===== src/logic/abp_pkg.sv =====
package abp_pkg;

  // ****************************************************************
  // special-function bus page and address decode
  // ****************************************************************
  localparam logic [7:0] PAGE_CONFIG = 8'h00;
  localparam logic [7:0] PAGE_POWER = 8'h0f;
  localparam logic [7:0] ADDR_SHARED = 8'hba;
  localparam logic [7:0] ADDR_RESULT_LOW = 8'hbd;
  localparam logic [7:0] ADDR_RESULT_HIGH = 8'hbe;
  localparam logic [7:0] READ_UNMAPPED = 8'h00;

  // ****************************************************************
  // accumulator_config field layout and reset
  // ****************************************************************
  localparam int AC_TWELVE_BIT = 7;
  localparam int AC_ACCUMULATE = 6;
  localparam int AC_FORMAT_HI = 5;
  localparam int AC_FORMAT_LO = 3;
  localparam int AC_REPEAT_HI = 2;
  localparam int AC_REPEAT_LO = 0;
  localparam logic [7:0] AC_RESET = 8'h00;

  // ****************************************************************
  // burst_powerup_time field layout and reset
  // ****************************************************************
  localparam int PW_LOW_POWER = 7;
  localparam int PW_DELAY_HI = 3;
  localparam int PW_DELAY_LO = 0;
  localparam logic [7:0] PW_RESET = 8'h0f;
  localparam logic [2:0] PW_UNUSED_READ = 3'h0;

  // ****************************************************************
  // format and repeat encodings
  // ****************************************************************
  localparam logic [2:0] FMT_RIGHT_0 = 3'h0;
  localparam logic [2:0] FMT_RIGHT_1 = 3'h1;
  localparam logic [2:0] FMT_RIGHT_2 = 3'h2;
  localparam logic [2:0] FMT_RIGHT_3 = 3'h3;
  localparam logic [2:0] FMT_LEFT = 3'h4;
  localparam logic [2:0] RPT_1 = 3'h0;
  localparam logic [2:0] RPT_4 = 3'h1;
  localparam logic [2:0] RPT_8 = 3'h2;
  localparam logic [2:0] RPT_16 = 3'h3;
  localparam logic [2:0] RPT_32 = 3'h4;
  localparam logic [2:0] RPT_64 = 3'h5;
  localparam int RESOLUTION_12 = 12;
  localparam int RESOLUTION_10 = 10;

  // ****************************************************************
  // timing
  // ****************************************************************
  localparam int CLK_PERIOD_NS = 10;
  localparam int POWERUP_UNIT_NS = 400;
  localparam int POWERUP_UNIT_CYCLES =
    (POWERUP_UNIT_NS + CLK_PERIOD_NS - 1) / CLK_PERIOD_NS;

  // ****************************************************************
  // carriers
  // ****************************************************************
  typedef struct packed {
    logic [7:0] page;
    logic [7:0] addr;
    logic wr;
    logic rd;
    logic [7:0] wdata;
  } abp_sfr_req_t;

  typedef struct packed {
    logic valid;
    logic [15:0] data;
  } abp_result_t;

endpackage


===== src/logic/abp_powerup_timer.sv =====
`timescale 1ns/1ns
// counts (units + 1) ticks of the 400 ns enable, then one done pulse
module abp_powerup_timer #(
  parameter int UNIT_CYCLES = abp_pkg::POWERUP_UNIT_CYCLES
) (
  input wire logic sys_clk_i,
  input wire logic srst_i,
  input wire logic start_i,
  input wire logic [3:0] units_i,
  output logic done_o
);

  logic [7:0] prescale;
  logic [3:0] remaining;
  logic running;
  logic tick;

  // one-cycle enable every unit while running
  assign tick = running && (prescale == 8'(UNIT_CYCLES - 1));

  // prescaler restarts with every start so the first unit is whole
  always_ff @(posedge sys_clk_i) begin
    if (srst_i || start_i || tick) begin
      prescale <= 8'h00;
    end else if (running) begin
      prescale <= prescale + 8'h01;
    end
  end

  // unit countdown
  always_ff @(posedge sys_clk_i) begin
    if (srst_i) begin
      running <= 1'b0;
      remaining <= 4'h0;
    end else if (start_i) begin
      running <= 1'b1;
      remaining <= units_i;
    end else if (tick) begin
      if (remaining == 4'h0) begin
        running <= 1'b0;
      end else begin
        remaining <= remaining - 4'h1;
      end
    end
  end

  // done pulse registered on the final tick
  always_ff @(posedge sys_clk_i) begin
    if (srst_i) begin
      done_o <= 1'b0;
    end else begin
      done_o <= tick && (remaining == 4'h0) && !start_i;
    end
  end

endmodule


===== src/logic/abp_readback_format.sv =====
`timescale 1ns/1ns
// shapes the raw accumulator into the readback word
module abp_readback_format (
  input wire logic [15:0] acc_i,
  input wire logic [2:0] format_i,
  input wire logic twelve_bit_i,
  output logic [15:0] word_o
);

  // right shifts pull high-byte bits into the low byte and
  // fill the top with zeros; reserved codes read unshifted
  always_comb begin
    word_o = acc_i;
    case (format_i)
      abp_pkg::FMT_RIGHT_1: word_o = acc_i >> 1;
      abp_pkg::FMT_RIGHT_2: word_o = acc_i >> 2;
      abp_pkg::FMT_RIGHT_3: word_o = acc_i >> 3;
      abp_pkg::FMT_LEFT: begin
        if (twelve_bit_i) begin
          word_o = acc_i << ($bits(acc_i) - abp_pkg::RESOLUTION_12);
        end else begin
          word_o = acc_i << ($bits(acc_i) - abp_pkg::RESOLUTION_10);
        end
      end
      default: word_o = acc_i;
    endcase
  end

endmodule


===== src/logic/abp_core.sv =====
`timescale 1ns/1ns
// What this block does
// shared address decoded by page zero and fifteen
// config bit seven enables twelve-bit mode
// no burst, no accumulate: latest result only
// no burst, accumulate: results add into result
// software clears total by writing zero bytes
// accumulate bit is write-only, reads zero
// codes zero to three right-shift readback
// code four left-justifies; other codes reserved
// burst repeat codes give 1..64 conversions
// software sets repeat zero outside burst
// power register bit seven enables low power
// power bits six to four read zero
// outside burst, power follows converter enable
// burst with enable: stay powered, start immediately
// burst without enable: power-up delay, then sleep
// delay is field plus one times 400 ns
// field value four suggested for tracking
// reset values zero and low nibble ones
// shifted readback drags high bits down
// no track delay before first burst conversion
// accumulator sixteen bits, wraps, no flag
module abp_core #(
  parameter int UNIT_CYCLES = abp_pkg::POWERUP_UNIT_CYCLES
) (
  input wire logic sys_clk_i,
  input wire logic srst_i,
  input wire abp_pkg::abp_sfr_req_t sfr_req_i,
  output logic [7:0] sfr_rdata_o,
  input wire logic burst_mode_enable_i,
  input wire logic converter_enable_i,
  input wire logic soc_i,
  input wire abp_pkg::abp_result_t conv_result_i,
  output logic twelve_bit_enable_o,
  output logic converter_low_power_enable_o,
  output logic converter_power_on_o,
  output logic convert_start_o,
  output logic first_conversion_o,
  output logic burst_busy_o
);

  // ****************************************************************
  // state and storage
  // ****************************************************************
  typedef enum logic [1:0] {
    ST_IDLE,
    ST_POWERUP,
    ST_START,
    ST_WAIT
  } abp_state_t;

  abp_state_t state;
  logic twelve_bit_enable;
  logic accumulate_enable;
  logic [2:0] shift_justify_format;
  logic [2:0] burst_repeat_count;
  logic converter_low_power_enable;
  logic [3:0] powerup_delay_field;
  logic [15:0] acc;
  logic [15:0] next_acc;
  logic [15:0] readback;
  logic [6:0] conv_left;
  logic [6:0] repeat_total;
  logic burst_first_result;
  logic timer_start;
  logic timer_done;
  logic sel_config;
  logic sel_power;
  logic sel_low;
  logic sel_high;
  logic burst_go;

  // ****************************************************************
  // address decode
  // ****************************************************************
  // one address, two registers: the page picks which
  // result bytes only live on page zero; other pages read zero
  always_comb begin
    sel_config = 1'b0;
    sel_power = 1'b0;
    sel_low = 1'b0;
    sel_high = 1'b0;
    if (sfr_req_i.page == abp_pkg::PAGE_CONFIG &&
        sfr_req_i.addr == abp_pkg::ADDR_SHARED) begin
      sel_config = 1'b1;
    end else if (sfr_req_i.page == abp_pkg::PAGE_POWER &&
                 sfr_req_i.addr == abp_pkg::ADDR_SHARED) begin
      sel_power = 1'b1;
    end else if (sfr_req_i.page == abp_pkg::PAGE_CONFIG &&
                 sfr_req_i.addr == abp_pkg::ADDR_RESULT_LOW) begin
      sel_low = 1'b1;
    end else if (sfr_req_i.page == abp_pkg::PAGE_CONFIG &&
                 sfr_req_i.addr == abp_pkg::ADDR_RESULT_HIGH) begin
      sel_high = 1'b1;
    end
  end

  // ****************************************************************
  // configuration registers
  // ****************************************************************
  // accumulator_config fields
  // accumulate bit kept for the data path, never read back
  always_ff @(posedge sys_clk_i) begin
    if (srst_i) begin
      twelve_bit_enable <= abp_pkg::AC_RESET[abp_pkg::AC_TWELVE_BIT];
      accumulate_enable <= abp_pkg::AC_RESET[abp_pkg::AC_ACCUMULATE];
      shift_justify_format <=
        abp_pkg::AC_RESET[abp_pkg::AC_FORMAT_HI:abp_pkg::AC_FORMAT_LO];
      burst_repeat_count <=
        abp_pkg::AC_RESET[abp_pkg::AC_REPEAT_HI:abp_pkg::AC_REPEAT_LO];
    end else if (sfr_req_i.wr && sel_config) begin
      twelve_bit_enable <= sfr_req_i.wdata[abp_pkg::AC_TWELVE_BIT];
      accumulate_enable <= sfr_req_i.wdata[abp_pkg::AC_ACCUMULATE];
      shift_justify_format <=
        sfr_req_i.wdata[abp_pkg::AC_FORMAT_HI:abp_pkg::AC_FORMAT_LO];
      burst_repeat_count <=
        sfr_req_i.wdata[abp_pkg::AC_REPEAT_HI:abp_pkg::AC_REPEAT_LO];
    end
  end

  // burst_powerup_time fields; bits six to four are not stored
  // no storage there, so writes to them cannot stick
  always_ff @(posedge sys_clk_i) begin
    if (srst_i) begin
      converter_low_power_enable <=
        abp_pkg::PW_RESET[abp_pkg::PW_LOW_POWER];
      powerup_delay_field <=
        abp_pkg::PW_RESET[abp_pkg::PW_DELAY_HI:abp_pkg::PW_DELAY_LO];
    end else if (sfr_req_i.wr && sel_power) begin
      converter_low_power_enable <=
        sfr_req_i.wdata[abp_pkg::PW_LOW_POWER];
      powerup_delay_field <=
        sfr_req_i.wdata[abp_pkg::PW_DELAY_HI:abp_pkg::PW_DELAY_LO];
    end
  end

  assign twelve_bit_enable_o = twelve_bit_enable;
  assign converter_low_power_enable_o = converter_low_power_enable;

  // ****************************************************************
  // register readback
  // ****************************************************************
  abp_readback_format u_format (
    .acc_i(acc),
    .format_i(shift_justify_format),
    .twelve_bit_i(twelve_bit_enable),
    .word_o(readback)
  );

  // read data held until the next read strobe
  // reading never disturbs the total; the two bytes are taken
  // independently, so software should read them back to back
  always_ff @(posedge sys_clk_i) begin
    if (srst_i) begin
      sfr_rdata_o <= abp_pkg::READ_UNMAPPED;
    end else if (sfr_req_i.rd) begin
      if (sel_config) begin
        sfr_rdata_o <= {twelve_bit_enable, 1'b0,
                        shift_justify_format, burst_repeat_count};
      end else if (sel_power) begin
        sfr_rdata_o <= {converter_low_power_enable,
                        abp_pkg::PW_UNUSED_READ,
                        powerup_delay_field};
      end else if (sel_low) begin
        sfr_rdata_o <= readback[7:0];
      end else if (sel_high) begin
        sfr_rdata_o <= readback[15:8];
      end else begin
        sfr_rdata_o <= abp_pkg::READ_UNMAPPED;
      end
    end
  end

  // ****************************************************************
  // accumulator
  // ****************************************************************
  // replace or add; the add is cut to sixteen bits and simply wraps
  // valid is trusted as a one-cycle pulse from the converter
  always_comb begin
    next_acc = acc;
    if (conv_result_i.valid) begin
      if (burst_mode_enable_i) begin
        if (burst_first_result && !accumulate_enable) begin
          next_acc = conv_result_i.data;
        end else begin
          next_acc = 16'(acc + conv_result_i.data);
        end
      end else if (accumulate_enable) begin
        next_acc = 16'(acc + conv_result_i.data);
      end else begin
        next_acc = conv_result_i.data;
      end
    end
  end

  // a software byte write beats a result landing in the same cycle,
  // so a stray sample in the cycle of a clear byte write cannot undo that write
  always_ff @(posedge sys_clk_i) begin
    if (srst_i) begin
      acc <= 16'h0000;
    end else if (sfr_req_i.wr && sel_high) begin
      acc <= {sfr_req_i.wdata, acc[7:0]};
    end else if (sfr_req_i.wr && sel_low) begin
      acc <= {acc[15:8], sfr_req_i.wdata};
    end else begin
      acc <= next_acc;
    end
  end

  // ****************************************************************
  // burst sequencing
  // ****************************************************************
  // repeat code to conversion count; reserved codes fall back to one
  // software must leave reserved codes alone, so one is a safe guess
  always_comb begin
    case (burst_repeat_count)
      abp_pkg::RPT_4: repeat_total = 7'h04;
      abp_pkg::RPT_8: repeat_total = 7'h08;
      abp_pkg::RPT_16: repeat_total = 7'h10;
      abp_pkg::RPT_32: repeat_total = 7'h20;
      abp_pkg::RPT_64: repeat_total = 7'h40;
      default: repeat_total = 7'h01;
    endcase
  end

  // a start only opens a burst from idle; later ones are dropped
  assign burst_go = burst_mode_enable_i && soc_i && (state == ST_IDLE);
  // the timer only runs when the converter must wake from sleep
  // with the converter enabled it is already awake, so no delay
  assign timer_start = burst_go && !converter_enable_i;

  abp_powerup_timer #(
    .UNIT_CYCLES(UNIT_CYCLES)
  ) u_timer (
    .sys_clk_i(sys_clk_i),
    .srst_i(srst_i),
    .start_i(timer_start),
    .units_i(powerup_delay_field),
    .done_o(timer_done)
  );

  // burst state machine; start-of-conversion during a burst is ignored
  always_ff @(posedge sys_clk_i) begin
    if (srst_i) begin
      state <= ST_IDLE;
    end else begin
      case (state)
        ST_IDLE: begin
          if (burst_go && converter_enable_i) begin
            state <= ST_START;
          end else if (burst_go) begin
            state <= ST_POWERUP;
          end
        end
        ST_POWERUP: begin
          if (timer_done) begin
            state <= ST_START;
          end
        end
        ST_START: begin
          state <= ST_WAIT;
        end
        ST_WAIT: begin
          if (conv_result_i.valid) begin
            if (conv_left == 7'h01) begin
              state <= ST_IDLE;
            end else begin
              state <= ST_START;
            end
          end
        end
        // all four two-bit codes are states, so this branch is never taken; it goes idle
        default: state <= ST_IDLE;
      endcase
    end
  end

  // conversions still owed in this burst
  // loaded at the accepted start, so a rewrite mid burst waits
  always_ff @(posedge sys_clk_i) begin
    if (srst_i) begin
      conv_left <= 7'h00;
    end else if (burst_go) begin
      conv_left <= repeat_total;
    end else if (state == ST_WAIT && conv_result_i.valid) begin
      conv_left <= conv_left - 7'h01;
    end
  end

  // marks the first result of a burst so it can replace the total
  // reset high so a burst right after reset also starts fresh
  always_ff @(posedge sys_clk_i) begin
    if (srst_i) begin
      burst_first_result <= 1'b1;
    end else if (burst_go) begin
      burst_first_result <= 1'b1;
    end else if (conv_result_i.valid) begin
      burst_first_result <= 1'b0;
    end
  end

  // ****************************************************************
  // converter controls
  // ****************************************************************
  // start pulse; outside burst it follows soc gated by converter enable, one cycle later
  // the first flag lets the outside track timer skip its delay
  always_ff @(posedge sys_clk_i) begin
    if (srst_i) begin
      convert_start_o <= 1'b0;
      first_conversion_o <= 1'b0;
    end else if (burst_mode_enable_i) begin
      convert_start_o <= (state == ST_START);
      first_conversion_o <= (state == ST_START) &&
                            burst_first_result;
    end else begin
      convert_start_o <= soc_i && converter_enable_i;
      first_conversion_o <= 1'b0;
    end
  end

  // power: enable alone outside burst; in burst also while busy
  // trade-off: power drops the edge after the last result lands
  always_ff @(posedge sys_clk_i) begin
    if (srst_i) begin
      converter_power_on_o <= 1'b0;
    end else if (!burst_mode_enable_i) begin
      converter_power_on_o <= converter_enable_i;
    end else begin
      converter_power_on_o <= converter_enable_i ||
                              (state != ST_IDLE) || burst_go;
    end
  end

  // busy flag for the surrounding converter logic
  // burst_go lets busy rise on the same edge as the state
  always_ff @(posedge sys_clk_i) begin
    if (srst_i) begin
      burst_busy_o <= 1'b0;
    end else begin
      burst_busy_o <= (state != ST_IDLE) || burst_go;
    end
  end

endmodule


===== config.mk =====
export PLATFORM = sky130hd
export DESIGN_NAME = abp_core
export DESIGN_NICKNAME = d
export VERILOG_FILES = /design/src/logic/abp_pkg.sv /design/src/logic/abp_powerup_timer.sv /design/src/logic/abp_readback_format.sv /design/src/logic/abp_core.sv
export SDC_FILE = /design/constraint.sdc
export NUM_CORES = 1
export LEC_CHECK = 0
export ABC_AREA = 1
export ABC_CLOCK_PERIOD_IN_PS = 2200
export BUFFER_PORTS_ARGS = -buffer_cell sky130_fd_sc_hd__buf_2
export CAP_MARGIN = 40
export CORE_MARGIN = 2
export CORE_UTILIZATION = 30
export CTS_CLUSTER_SIZE = 24
export DETAILED_ROUTE_END_ITERATION = 10
export GPL_TIMING_DRIVEN = 0
export HOLD_SLACK_MARGIN = 0.12
export PLACE_DENSITY_LB_ADDON = 0.3
export SLEW_MARGIN = 15
export SYNTH_ARGS = -nofsm -noshare
export SYNTH_HDL_FRONTEND = slang
export SYNTH_SLANG_ARGS = --single-unit

===== constraint.sdc =====
create_clock -name sys_clk_i -period 2.2 [get_ports sys_clk_i]
set_input_delay 0.33 -clock sys_clk_i [delete_from_list [all_inputs] [get_ports sys_clk_i]]
set_output_delay 0.33 -clock sys_clk_i [all_outputs]
set_load 0.005 [all_outputs]

Word-level counts from Yosys, hierarchy flattened
Cells that the tools add are included.
{"block": "word_totals", "regBits": 65, "latchBits": 0, "ram_bits": 0, "romBits": 0, "out_inout_bits": 14, "wordCells": 131, "mem_count": 0}
{"block": "classes", "n_addsub": 4, "mul": 0, "n_div": 0, "magnitude_cmp": 0, "eq_ne": 23, "n_shift": 0, "n_mux": 39, "bitwise": 2, "reduce_logical": 43}
{"op": "$mux W16", "count": 7}
{"op": "$pmux W16 S4", "count": 1}
{"op": "$pmux W7 S5", "count": 1}
{"op": "$mux W8", "count": 4}
{"op": "$eq A8 B8 Y1 const B", "count": 3}
{"op": "$logic_and A1 B1 Y1", "count": 19}
{"op": "$add A16 B16 Y16", "count": 1}
{"op": "$mux W1", "count": 15}
{"op": "$mux W7", "count": 2}
{"op": "$eq A3 B2 Y1 const B", "count": 4}
{"op": "$mux W4", "count": 3}
{"op": "$reduce_bool A2 Y1", "count": 6}
{"op": "$mux W2", "count": 5}
{"op": "$eq A3 B3 Y1 const B", "count": 3}
{"op": "$add A8 B1 Y8 const B", "count": 1}
{"op": "$eq A8 B4 Y1 const B", "count": 1}
{"op": "$eq A8 B6 Y1 const B", "count": 1}
{"op": "$logic_not A8 Y1", "count": 1}
{"op": "$pmux W2 S4", "count": 1}
{"op": "$reduce_and A2 Y1", "count": 4}
{"op": "$eq A7 B1 Y1 const B", "count": 1}
{"op": "$sub A7 B1 Y7 const B", "count": 1}
{"op": "$eq A3 B1 Y1 const B", "count": 2}
{"op": "$logic_or A1 B1 Y1", "count": 5}
{"op": "other kinds (12)", "count": 19}

Depth between registers and ports, before layout
Gate-level depths: netlist of run 1.
{"block": "logic_depth", "ltp_word": 10, "depth_mapped": 13, "depth_no_buf": 13}

By module
Synthesis of run 1 repeated with hierarchy kept, for this count alone.
{"block": "hier_totals", "cells_unflattened": 858, "hier_area_um2": 5328.9}
{"mod": "abp_core", "n_inst": 1, "cells_per_inst": 581, "area_each_um2": 3793.6, "seq_area_each_um2": 1021.0}
{"mod": "abp_powerup_timer", "n_inst": 1, "cells_per_inst": 108, "area_each_um2": 779.5, "seq_area_each_um2": 280.3}
{"mod": "abp_readback_format", "n_inst": 1, "cells_per_inst": 169, "area_each_um2": 755.7, "seq_area_each_um2": 0.0}

Worst setup path before layout of run 1
Ideal clock, no wire load.
{"block": "synth_timing", "kind": "input to register", "start": "input port conv_result_i[0] (netlist name)", "end": "register acc[8]", "setup_time_ns": 0.132, "arrival_time_ns": 1.601, "t_required_ns": 2.068, "slack_ns": 0.468, "stages": 10, "path_buffers": 0, "cell_sequence": "ha_1 fa_1 nand3_1 nand3_1 nand2_1 a21oi_1 o21ai_0 nand2_1 nand2_1 a21oi_1"}
{"block": "synth_between", "elab_chain_len": 6}
{"element": "start: declaration", "line_no": "abp_core.sv:34", "text": "input wire abp_pkg::abp_result_t conv_result_i,"}
{"element": "$add A16 B16 Y16 (*)", "line_no": "abp_core.sv:187, abp_core.sv:190"}
{"element": "$mux W16, on equally long branches", "line_no": "abp_core.sv:189, abp_core.sv:184"}
{"element": "$mux W16 (*)", "line_no": "abp_core.sv:183", "text": "if (burst_mode_enable_i) begin"}
{"element": "$mux W16 (*)", "line_no": "abp_core.sv:182", "text": "if (conv_result_i.valid) begin"}
{"element": "$mux W16 (*)", "line_no": "abp_core.sv:204", "text": "end else if (sfr_req_i.wr && sel_low) begin"}
{"element": "$mux W16 (*)", "line_no": "abp_core.sv:202", "text": "end else if (sfr_req_i.wr && sel_high) begin"}
{"element": "end signal: assignment", "line_no": "abp_core.sv:203", "text": "acc <= {sfr_req_i.wdata, acc[7:0]};"}
{"element": "end signal: assignment", "line_no": "abp_core.sv:205", "text": "acc <= {acc[15:8], sfr_req_i.wdata};"}
{"element": "end signal: assignment", "line_no": "abp_core.sv:207", "text": "acc <= next_acc;"}
{"element": "end: declaration", "line_no": "abp_core.sv:60", "text": "logic [15:0] acc;"}
Every way passes the cells marked *; elsewhere a longest branch is shown, timed or not. The select of a mux whose other input is x is not followed.
A chain may end at the register's enable or synchronous reset.

Final worst setup path of run 1
{"block": "layout_timing", "start": "register acc[0]", "end": "register acc[14]"}
{"block": "layout_between", "elab_chain_len": 6}
{"element": "$add A16 B16 Y16 (*)", "line_no": "abp_core.sv:187, abp_core.sv:190"}
{"element": "$mux W16, on equally long branches", "line_no": "abp_core.sv:189, abp_core.sv:184"}
{"element": "$mux W16 (*)", "line_no": "abp_core.sv:183"}
{"element": "$mux W16 (*)", "line_no": "abp_core.sv:182"}
{"element": "$mux W16 (*)", "line_no": "abp_core.sv:204"}
{"element": "$mux W16 (*)", "line_no": "abp_core.sv:202"}
Marks and branches as above.

==> results.cfg, run 1 <==
[logic_synthesis]
synth-edff-count = 0
avgSynthCellArea_um2 = 6.02
ys_warn_count = 0
synthArstFlopShare_pct = 0
synth.yosys.seq_area_share_pct = 26.4
syn_inst = 817
netlist_area_um2 = 4920
synth_ff_type = dfxtp_1
synth_nets = 885
synth.distinct_cells = 46
ys_ff_latch = 65

[grt]
grt_pass1_wl_um = 25300
antenna_found_initial = 0
grt_use_total_pct = 18.0
grt-ovfl-total = 0
grt_pass1_vias = 5017
grt_max_degree = 13

[status]
status = complete, no violations

[clock_tree]
path_clk_slew_ps = 60
htreeDepth = 3
cts_root_buf = clkbuf_16
clock_sinks = 65
clock_path_buffers = 2
cts_inserted_buffers = 9
clkLatencyLatePin_ps = 340
cts_tree = yes
hold_buffers = 0

[sta]
min_period_ps = 1980
min_period_over_period_pct = 90.0
finalMaxSlewViolations = 0
rsz0062_at_grt = no
max_freq_mhz = 505
fin_skew_ps = 9.45
slew_headroom_pct = 58.0
worstMarginPinSlew_ps = 629
setup_viol = 0
hold_violations = 0

[setup_path]
reg2regPathDepth = 13
reg2reg_from = acc[0]
crit_path_start_kind = flip-flop
required_ps = 2470
path_class = flip-flop to flip-flop
end_kind = flip-flop
reg2reg_to = acc[14]
r2r_setup_slack_ps = 220
slowest_stage = fa_1
slowest_delay_ps = 430
cp_num_buf_inv = 0
crit_top_cell = nand2_1
worstPathArrival_ps = 2250
critPathMaxFanout = 4
path_delay_family = simple AND/OR/NAND/NOR gates
path_cells = ha_1 -> fa_1 -> nand2_1 -> nand2_1 -> nand3_1 -> nand2_1 -> nand2_1 -> nand2_1 -> nand2_1 -> nand3_1 -> nand2_1 -> nand2_1 -> a21oi_1

[floorplanning]
io_pins = 62
die_w_um = 132
dieHeight_um = 132
core_area_um2 = 15900
initial_core_util_pct = 30.9
die_area_um2 = 17400
rows = 46

[power]
leakage_nw = 2.68
peakVddDrop_mv = 0.351
power_density_nw_per_um2 = 597
power_mw = 3.47

[routing]
vias = 5546
first_iter_violations = 429
antenna_left = 0
drc = 0
wl_per_cell_um = 13.9
drt_first_pass_iters = 5
viasPerCell = 5.00
routed_wl_um = 15500

[finish]
fillers = 1757
layout_commonest_cell = nand2_1
postLayoutCoreUtil_pct = 36.5
nets = 956
antenna-diode-count = 0
synthToLayoutAreaGrowth_pct = 18.1
layout_common_cells = nand2_1 (202), inv_1 (105), nor2_1 (87)
drive_gt1_share_pct = 13.0

[hold_path]
hp-start = conv_result_i[16]
min_to = burst_first_result
hold_path_depth = 2
hold_path_class = input port to flip-flop

[place]
io_buffers = 60
gp_congestion = 0.951
place_hpwl_um = 12300

[flow_run]
drv_cap = 0
-- per-layer routing --
layer | track usage [%] | share of wire, % | vias up
li1 | - | - | 2858
met1 | 24.9 | 48 | 2494
met2 | 27.7 | 44 | 173
met3 | 4.38 | 6.9 | 21
met4 | 5.07 | 1.5 | 0
met5 | 0 | 0 | -
-- how the worst max path moves through the flow --
| stage | end | start | cells after the start |
|---|---|---|---|
| after floorplan | acc[8] | conv_result_i[0] | 10 |
| after global routing | acc[4] | acc[0] | 11 |
| after global placement | acc[8] | conv_result_i[0] | 11 |
| after detailed placement | acc[8] | conv_result_i[0] | 11 |
| final | acc[14] | acc[0] | 13 |
| after CTS | acc[8] | acc[0] | 10 |
-- where the power goes --
part	total [mW]	switching [mW]	internal [mW]	leakage [nW]
Clock	1.52	0.577	0.943	0.144
Sequential	1.28	0.0537	1.23	0.530
Combinational	0.671	0.427	0.244	2.01
-- cells by family after synthesis --
| logic type | synth area share (%) |
|---|---|
| AO/OA/AOI/OAI | 21.2 |
| XOR/XNOR | 1.07 |
| adder cells (fa/ha/maj) | 5.24 |
| buffers and inverters | 10.8 |
| flip-flops | 26.4 |
| AND/OR/NAND/NOR | 35.3 |
-- per-stage QoR --
step	cells	area (µm²)	hold WS [ps]	setup TNS [ps]	setup slack [ps]
after floorplan	817	4920	430	0	468
after global placement	1093	5490	451	-5.55	-5.55
after detailed placement	1093	5490	452	-16.9	-16.9
after CTS	1109	5810	228	0	53.2
after global routing	1109	5820	262	0	20.7
final	1109	5820	239	0	220
-- sequential cells by signal, summed over array words and instances, names as in the netlist --
name	flops
shift_justify_format	3
acc	16
sfr_rdata_o	8
u_timer.done_o	1
conv_left	7
burst_first_result	1
convert_start_o	1
converter_power_on_o	1
first_conversion_o	1
powerup_delay_field	4
converter_low_power_enable_o	1
burst_repeat_count	3
u_timer.prescale	8
state	2
accumulate_enable	1
burst_busy_o	1
u_timer.remaining	4
u_timer.running	1
twelve_bit_enable_o	1
-- cells in the mapped netlist, drive strengths merged, types with 3 or more instances --
cell type / instances / area, µm²
o22ai: 13 / 81.3
o21ai: 86 / 430
or2: 7 / 43.8
nand2: 207 / 790
nand3b: 5 / 37.5
nand4: 13 / 93.8
a31oi: 5 / 31.3
o31ai: 3 / 22.5
clkbuf: 10 / 37.5
ha: 19 / 238
nor3: 4 / 20.0
xor2: 4 / 35.0
nand3: 65 / 330
buf: 8 / 46.3
nor2: 93 / 383
o211ai: 9 / 67.6
inv: 118 / 443
a21oi: 61 / 305
dfxtp: 65 / 1300
-- worst reg2reg max path, cell delays in order, from the launching register on --
cell,delay [ps]
dfxtp_1,360
ha_1,250
fa_1,440
nand2_1,90
nand2_1,60
nand3_1,90
nand2_1,110
nand2_1,90
nand2_1,50
nand2_1,60
nand3_1,90
nand2_1,80
nand2_1,50
a21oi_1,100
-- area by class of cell --
class	count	area (µm²)	share of cell area, %
well taps	216	270	4.65
multi-input cells	615	3100	53.3
clock buffers	11	253	4.35
clock inverters	5	61.3	1.05
plain buffers	18	83.8	1.44
repair buffers	60	300	5.16
flip-flops and latches	65	1300	22.4
inverters	119	447	7.68
-- repair_timing --
| action | CTS | global route |
|---|---|---|
| endpoints found under the hold margin | 0 | 0 |
| setup buffers | 0 | 0 |
| setup endpoints to repair | 0 | 3 |
| gates resized for setup | 0 | 4 |
(Power assumes the default switching activity.)
==> inputs of run 2 (changes only) <==
--- a/config.mk
+++ b/config.mk
@@ -9,6 +9,7 @@
 export ABC_CLOCK_PERIOD_IN_PS = 2200
 export BUFFER_PORTS_ARGS = -buffer_cell sky130_fd_sc_hd__buf_2
 export CAP_MARGIN = 40
+export CORE_ASPECT_RATIO = 0.6
 export CORE_MARGIN = 2
 export CORE_UTILIZATION = 30
 export CTS_CLUSTER_SIZE = 24
==> constraint.sdc (replaced) <==
create_clock -name sys_clk_i -period 2.2 [get_ports sys_clk_i]
set_input_delay 0.11 -clock sys_clk_i [delete_from_list [all_inputs] [get_ports sys_clk_i]]
set_output_delay 0.11 -clock sys_clk_i [all_outputs]
set_load 0.005 [all_outputs]
==> run 2 against run 1 <==
  * Critical path depth down 2
  * Power down 3.2%
  * Via count up 1.8%
  * Final area up 0.82%
  * Worst hold slack worse by 110 ps
  * Largest cell class unchanged
  * Highest routed layer unchanged
==> results.cfg, run 2 (synthesis results as in run 1) <==
[finish]
drive_gt1_share_pct = 13.0
reg_top3 = acc: 16 flops, sfr_rdata_o: 8 flops, u_timer.prescale: 8 flops
layout_common_cells = nand2_1 (202), inv_1 (105), nor2_1 (87)
largest_reg_flops = 16
antenna-diode-count = 0
final_cells = 1111
layout_commonest_cell = nand2_1
nets = 965
top_register = acc
synthToLayoutAreaGrowth_pct = 19.1

[hold_path]
hold_path_class = input port to flip-flop

[grt]
grt-ovfl-total = 0
grt_pass1_wl_um = 26700
grt_pass1_vias = 4964
antenna_found_initial = 0
grt_max_degree = 12
grt_use_total_pct = 19.9

[sta]
rsz0062_at_grt = no
finalMaxSlewViolations = 0
worstMarginPinSlew_ps = 650
min_period_over_period_pct = 93.0
max_freq_mhz = 489
fin_skew_ps = 5.27
setup_ws_ps = 153
min_period_ps = 2050
setup_tns_ps = 0
slew_headroom_pct = 56.7
setup_viol = 0
hold_violations = 0

[routing]
antenna_left = 0
first_iter_violations = 699
vias = 5646
drt_first_pass_iters = 5
routed_wl_um = 17100
drc = 0
wl_per_cell_um = 15.4
viasPerCell = 5.08

[floorplanning]
dieHeight_um = 103
core_area_um2 = 16100
die_w_um = 169
io_pins = 62
initial_core_util_pct = 30.5
rows = 36
die_area_um2 = 17500

[clock_tree]
cts_root_buf = clkbuf_16
clock_sinks = 65
htreeDepth = 3
cts_inserted_buffers = 9
path_clk_slew_ps = 60
cts_tree = yes
clkLatencyLatePin_ps = 330
clock_path_buffers = 2

[setup_path]
crit_path_start_kind = flip-flop
path_class = flip-flop to flip-flop
worstPathArrival_ps = 2260
end_kind = flip-flop
required_ps = 2420
critPathMaxFanout = 6

[power]
p_comb_share_pct = 21.2
power_density_nw_per_um2 = 573
p_seq_share_pct = 38.3
p_clk_share_pct = 40.5
switchingPower_mw = 1.06
peakVddDrop_mv = 0.247
leakage_nw = 2.70
p_int_mw = 2.30
switching_share_pct = 31.5

[place]
io_buffers = 60
gp_congestion = 0.974
placed_cells = 1086
place_ws_ps = 82.6
place_hpwl_um = 13700

[status]
status = complete, no violations

[flow_run]
drv_cap = 0
-- run 2: cell types whose count changed in the layout (fill, tap and decap cells not counted), sizes merged --
cell / previous run / this run
dlygate4sd3: 0 / 9
clkinv: 1 / 4
bufinv: 1 / 0
clkinvlp: 3 / 2
inv: 119 / 118
-- run 2: what timing repair did --
action	in CTS	in global routing
hold buffers	9	0
resized for setup	0	4
buffers inserted	0	0
hold endpoints to repair	9	0
setup endpoints to repair	0	5
-- run 2: metrics by stage --
step                      hold slack [ps]  area, µm²  power (mW)  util, %
after floorplan                       210       4920        1.75        -
after global placement                405       5480        1.98     34.0
after detailed placement              399       5480        1.99     34.0
after CTS                             123       5860        3.36     36.3
after global routing                  144       5860        3.53     36.4
final                                 131       5860        3.36     36.4
-- run 2: worst max-delay path, stage by stage, from the launching register on --
cell	delay [ps]
dfxtp_1	480
ha_1	350
nand2_1	170
inv_1	60
a21oi_1	320
nor2_1	70
nor2_1	170
nand2_1	80
nand2_1	50
nand3_1	60
nand2_1	70
a21oi_1	50
-- run 2: power by group through the flow --
stage	logic [mW]	registers (mW)	clock network [mW]
after floorplan	0.467	1.29	0
after global placement	0.673	1.31	0
after detailed placement	0.680	1.31	0
after CTS	0.696	1.28	1.38
after global routing	0.810	1.29	1.43
final	0.713	1.29	1.36
-- run 2: worst paths after layout --
check,startpoint,endpoint,slack [ps],cells after the start
worst min register to register,sfr_rdata_o[1],sfr_rdata_o[1],460,2
worst min-delay path,sfr_req_i[4],shift_justify_format[1],130,3
worst max-delay path,acc[10],acc[15],150,11
worst max register to register,acc[10],acc[15],150,11
-- run 2: cell type report --
class,instances,area [µm²]
clock inverter,5,30.0
tap,209,262
timing repair buffer,69,390
multi-input combinational,615,3100
buffer,18,83.8
inverter,119,447
sequential,65,1300
fill,1785,10300
clock buffer,11,253
-- run 2: metal layers --
layer | share of wire (%) | track usage [%] | up-vias
met1 | 54 | 32.2 | 2534
met4 | 0.69 | 4.01 | 0
met5 | 0 | 0 | -
met3 | 10 | 5.75 | 14
li1 | - | - | 2865
met2 | 35 | 24.6 | 233
==> inputs of run 3 (changes only) <==
--- a/config.mk
+++ b/config.mk
@@ -11,13 +11,14 @@
 export CAP_MARGIN = 40
 export CORE_ASPECT_RATIO = 0.6
 export CORE_MARGIN = 2
-export CORE_UTILIZATION = 30
+export CORE_UTILIZATION = 45
 export CTS_CLUSTER_SIZE = 24
 export DETAILED_ROUTE_END_ITERATION = 10
 export GPL_TIMING_DRIVEN = 0
 export HOLD_SLACK_MARGIN = 0.12
 export PLACE_DENSITY_LB_ADDON = 0.3
-export SLEW_MARGIN = 15
+export SETUP_SLACK_MARGIN = 0.05
+export SLEW_MARGIN = 5
 export SYNTH_ARGS = -nofsm -noshare
 export SYNTH_HDL_FRONTEND = slang
 export SYNTH_SLANG_ARGS = --single-unit
==> run 3 against run 2 <==
  * Non-clock buffer count up 3
  * Die area is 32% lower
  * Final area is 0.32% lower
  * Core utilization increased by 19 points
  * First-iteration DRC count is 6.2% higher
  * Fmax rose by 2.5%
  * Count of clock-buffer cells in the layout decreased by 2
  * Critical path type unchanged
  * Largest cell class unchanged
  * Largest power group unchanged
==> results.cfg, run 3 (synthesis results as in run 1) <==
[finish]
fillers = 1062
postLayoutCoreUtil_pct = 55.2
layout_commonest_cell = nand2_1
nets = 968
synthToLayoutAreaGrowth_pct = 18.7
layout_common_cells = nand2_1 (201), inv_1 (105), nor2_1 (87)
drive_gt1_share_pct = 13.0
largest_reg_flops = 16
antenna-diode-count = 0
top_register = acc
reg_top3 = acc: 16 flops, sfr_rdata_o: 8 flops, u_timer.prescale: 8 flops

[sta]
hold_violations = 0
worstMarginPinSlew_ps = 576
setup_tns_ps = 0
rsz0062_at_grt = no
min_period_ps = 2000
setup_viol = 0
finalMaxSlewViolations = 0
slew_headroom_pct = 61.6
fin_skew_ps = 4.07
max_freq_mhz = 501
min_period_over_period_pct = 90.8

[clock_tree]
cts_root_buf = clkbuf_16
clock_sinks = 65
cts_setup_buffers = 0
cts_inserted_buffers = 9
clkLatencyLatePin_ps = 340
cts_tree = yes
htreeDepth = 3
path_clk_slew_ps = 60
clock_path_buffers = 2

[place]
place_hpwl_um = 12500
io_buffers = 60
gp_congestion = 0.985

[grt]
grt_pass1_vias = 4908
use_met3_pct = 9.31
grt_use_total_pct = 27.2
grt_pass1_wl_um = 25600
grt-busiest-layer = met1
grt_max_degree = 13
antenna_found_initial = 0
grt-ovfl-total = 0
grt_util_met2_pct = 32.7
grtUsageMet1_pct = 43.4

[routing]
routed_wl_um = 15800
first_iter_violations = 742
drc = 0
viasPerCell = 5.48
wl_per_cell_um = 15.2
drt_first_pass_iters = 5
vias = 5725
antenna_left = 0

[floorplanning]
die_w_um = 139
core_area_um2 = 10600
initial_core_util_pct = 46.5
rows = 29
dieHeight_um = 85.0
io_pins = 62
die_area_um2 = 11800

[setup_path]
reg2reg_to = acc[8]
endpoint = acc[8]
reg2regPathDepth = 11
critPathMaxFanout = 4
r2r_setup_slack_ps = 200
reg2reg_from = acc[0]
startpoint = acc[0]
end_kind = flip-flop
worstPathArrival_ps = 2190
required_ps = 2390
path_class = flip-flop to flip-flop
crit_path_start_kind = flip-flop

[power]
power_density_nw_per_um2 = 605
peakVddDrop_mv = 0.436
leakage_nw = 2.72

[hold_path]
hold_path_class = input port to flip-flop
hp-start = sfr_req_i[6]

[flow_run]
drv_cap = 0

[status]
status = complete, no violations
run 3: critical path: stages, from the launching register on:
cell     delay (ps)
dfxtp_1         450
ha_2            280
fa_2            240
nand3_1          80
nand3_1         180
nand2_1         100
nand3_1          90
nand2_1          50
o21ai_0         200
nand2_1          80
nand2_1          60
a21oi_1          50
run 3: routing by layer:
layer / wire length [µm] / up-vias
met5: 0 / -
li1: - / 2875
met2: 5390 / 292
met1: 8050 / 2527
met3: 2120 / 31
met4: 269 / 0
run 3: layout make-up:
| class | count | area, µm² | share of cell area, % |
|---|---|---|---|
| multi-input combinational | 615 | 3100 | 53.0 |
| sequential | 65 | 1300 | 22.3 |
| inverter | 119 | 447 | 7.64 |
| timing repair buffer | 72 | 420 | 7.19 |
| clock buffer | 9 | 225 | 3.85 |
| tap | 139 | 174 | 2.98 |
| clock inverter | 7 | 93.8 | 1.61 |
| buffer | 18 | 83.8 | 1.43 |
run 3: timing repair:
action / in CTS / in global routing
resized for setup: 0 / 5
endpoints found under the setup margin: 0 / 6
hold endpoints to repair: 16 / 0
hold buffers: 12 / 0
run 3: metrics by stage:
stage	hold slack (ps)	std cells	worst slack, ps	cell area (µm²)	power (mW)
4_1_cts	121	1044	87.0	5840	3.53
2_1_floorplan	210	817	490	4920	1.75
5_1_grt	166	1044	78.2	5840	3.71
3_3_place_gp	379	1016	113	5400	1.97
6_report	135	1044	203	5840	3.54
3_5_place_dp	382	1016	112	5400	1.97
run 3: worst min-delay path by stage:
stage | end | depth (start not counted)
5_1_grt | sfr_rdata_o[7] | 5
2_1_floorplan | burst_first_result | 1
3_5_place_dp | burst_first_result | 2
6_report | acc[6] | 3
3_3_place_gp | burst_first_result | 2
4_1_cts | sfr_rdata_o[7] | 5
run 3: where the power goes:
group          leakage, nW  total [mW]  internal, mW  switching, mW
clock network        0.152        1.54         0.991          0.552
registers            0.531        1.29          1.23         0.0586
logic                 2.04       0.707         0.260          0.448
total                 2.72        3.54          2.48           1.06
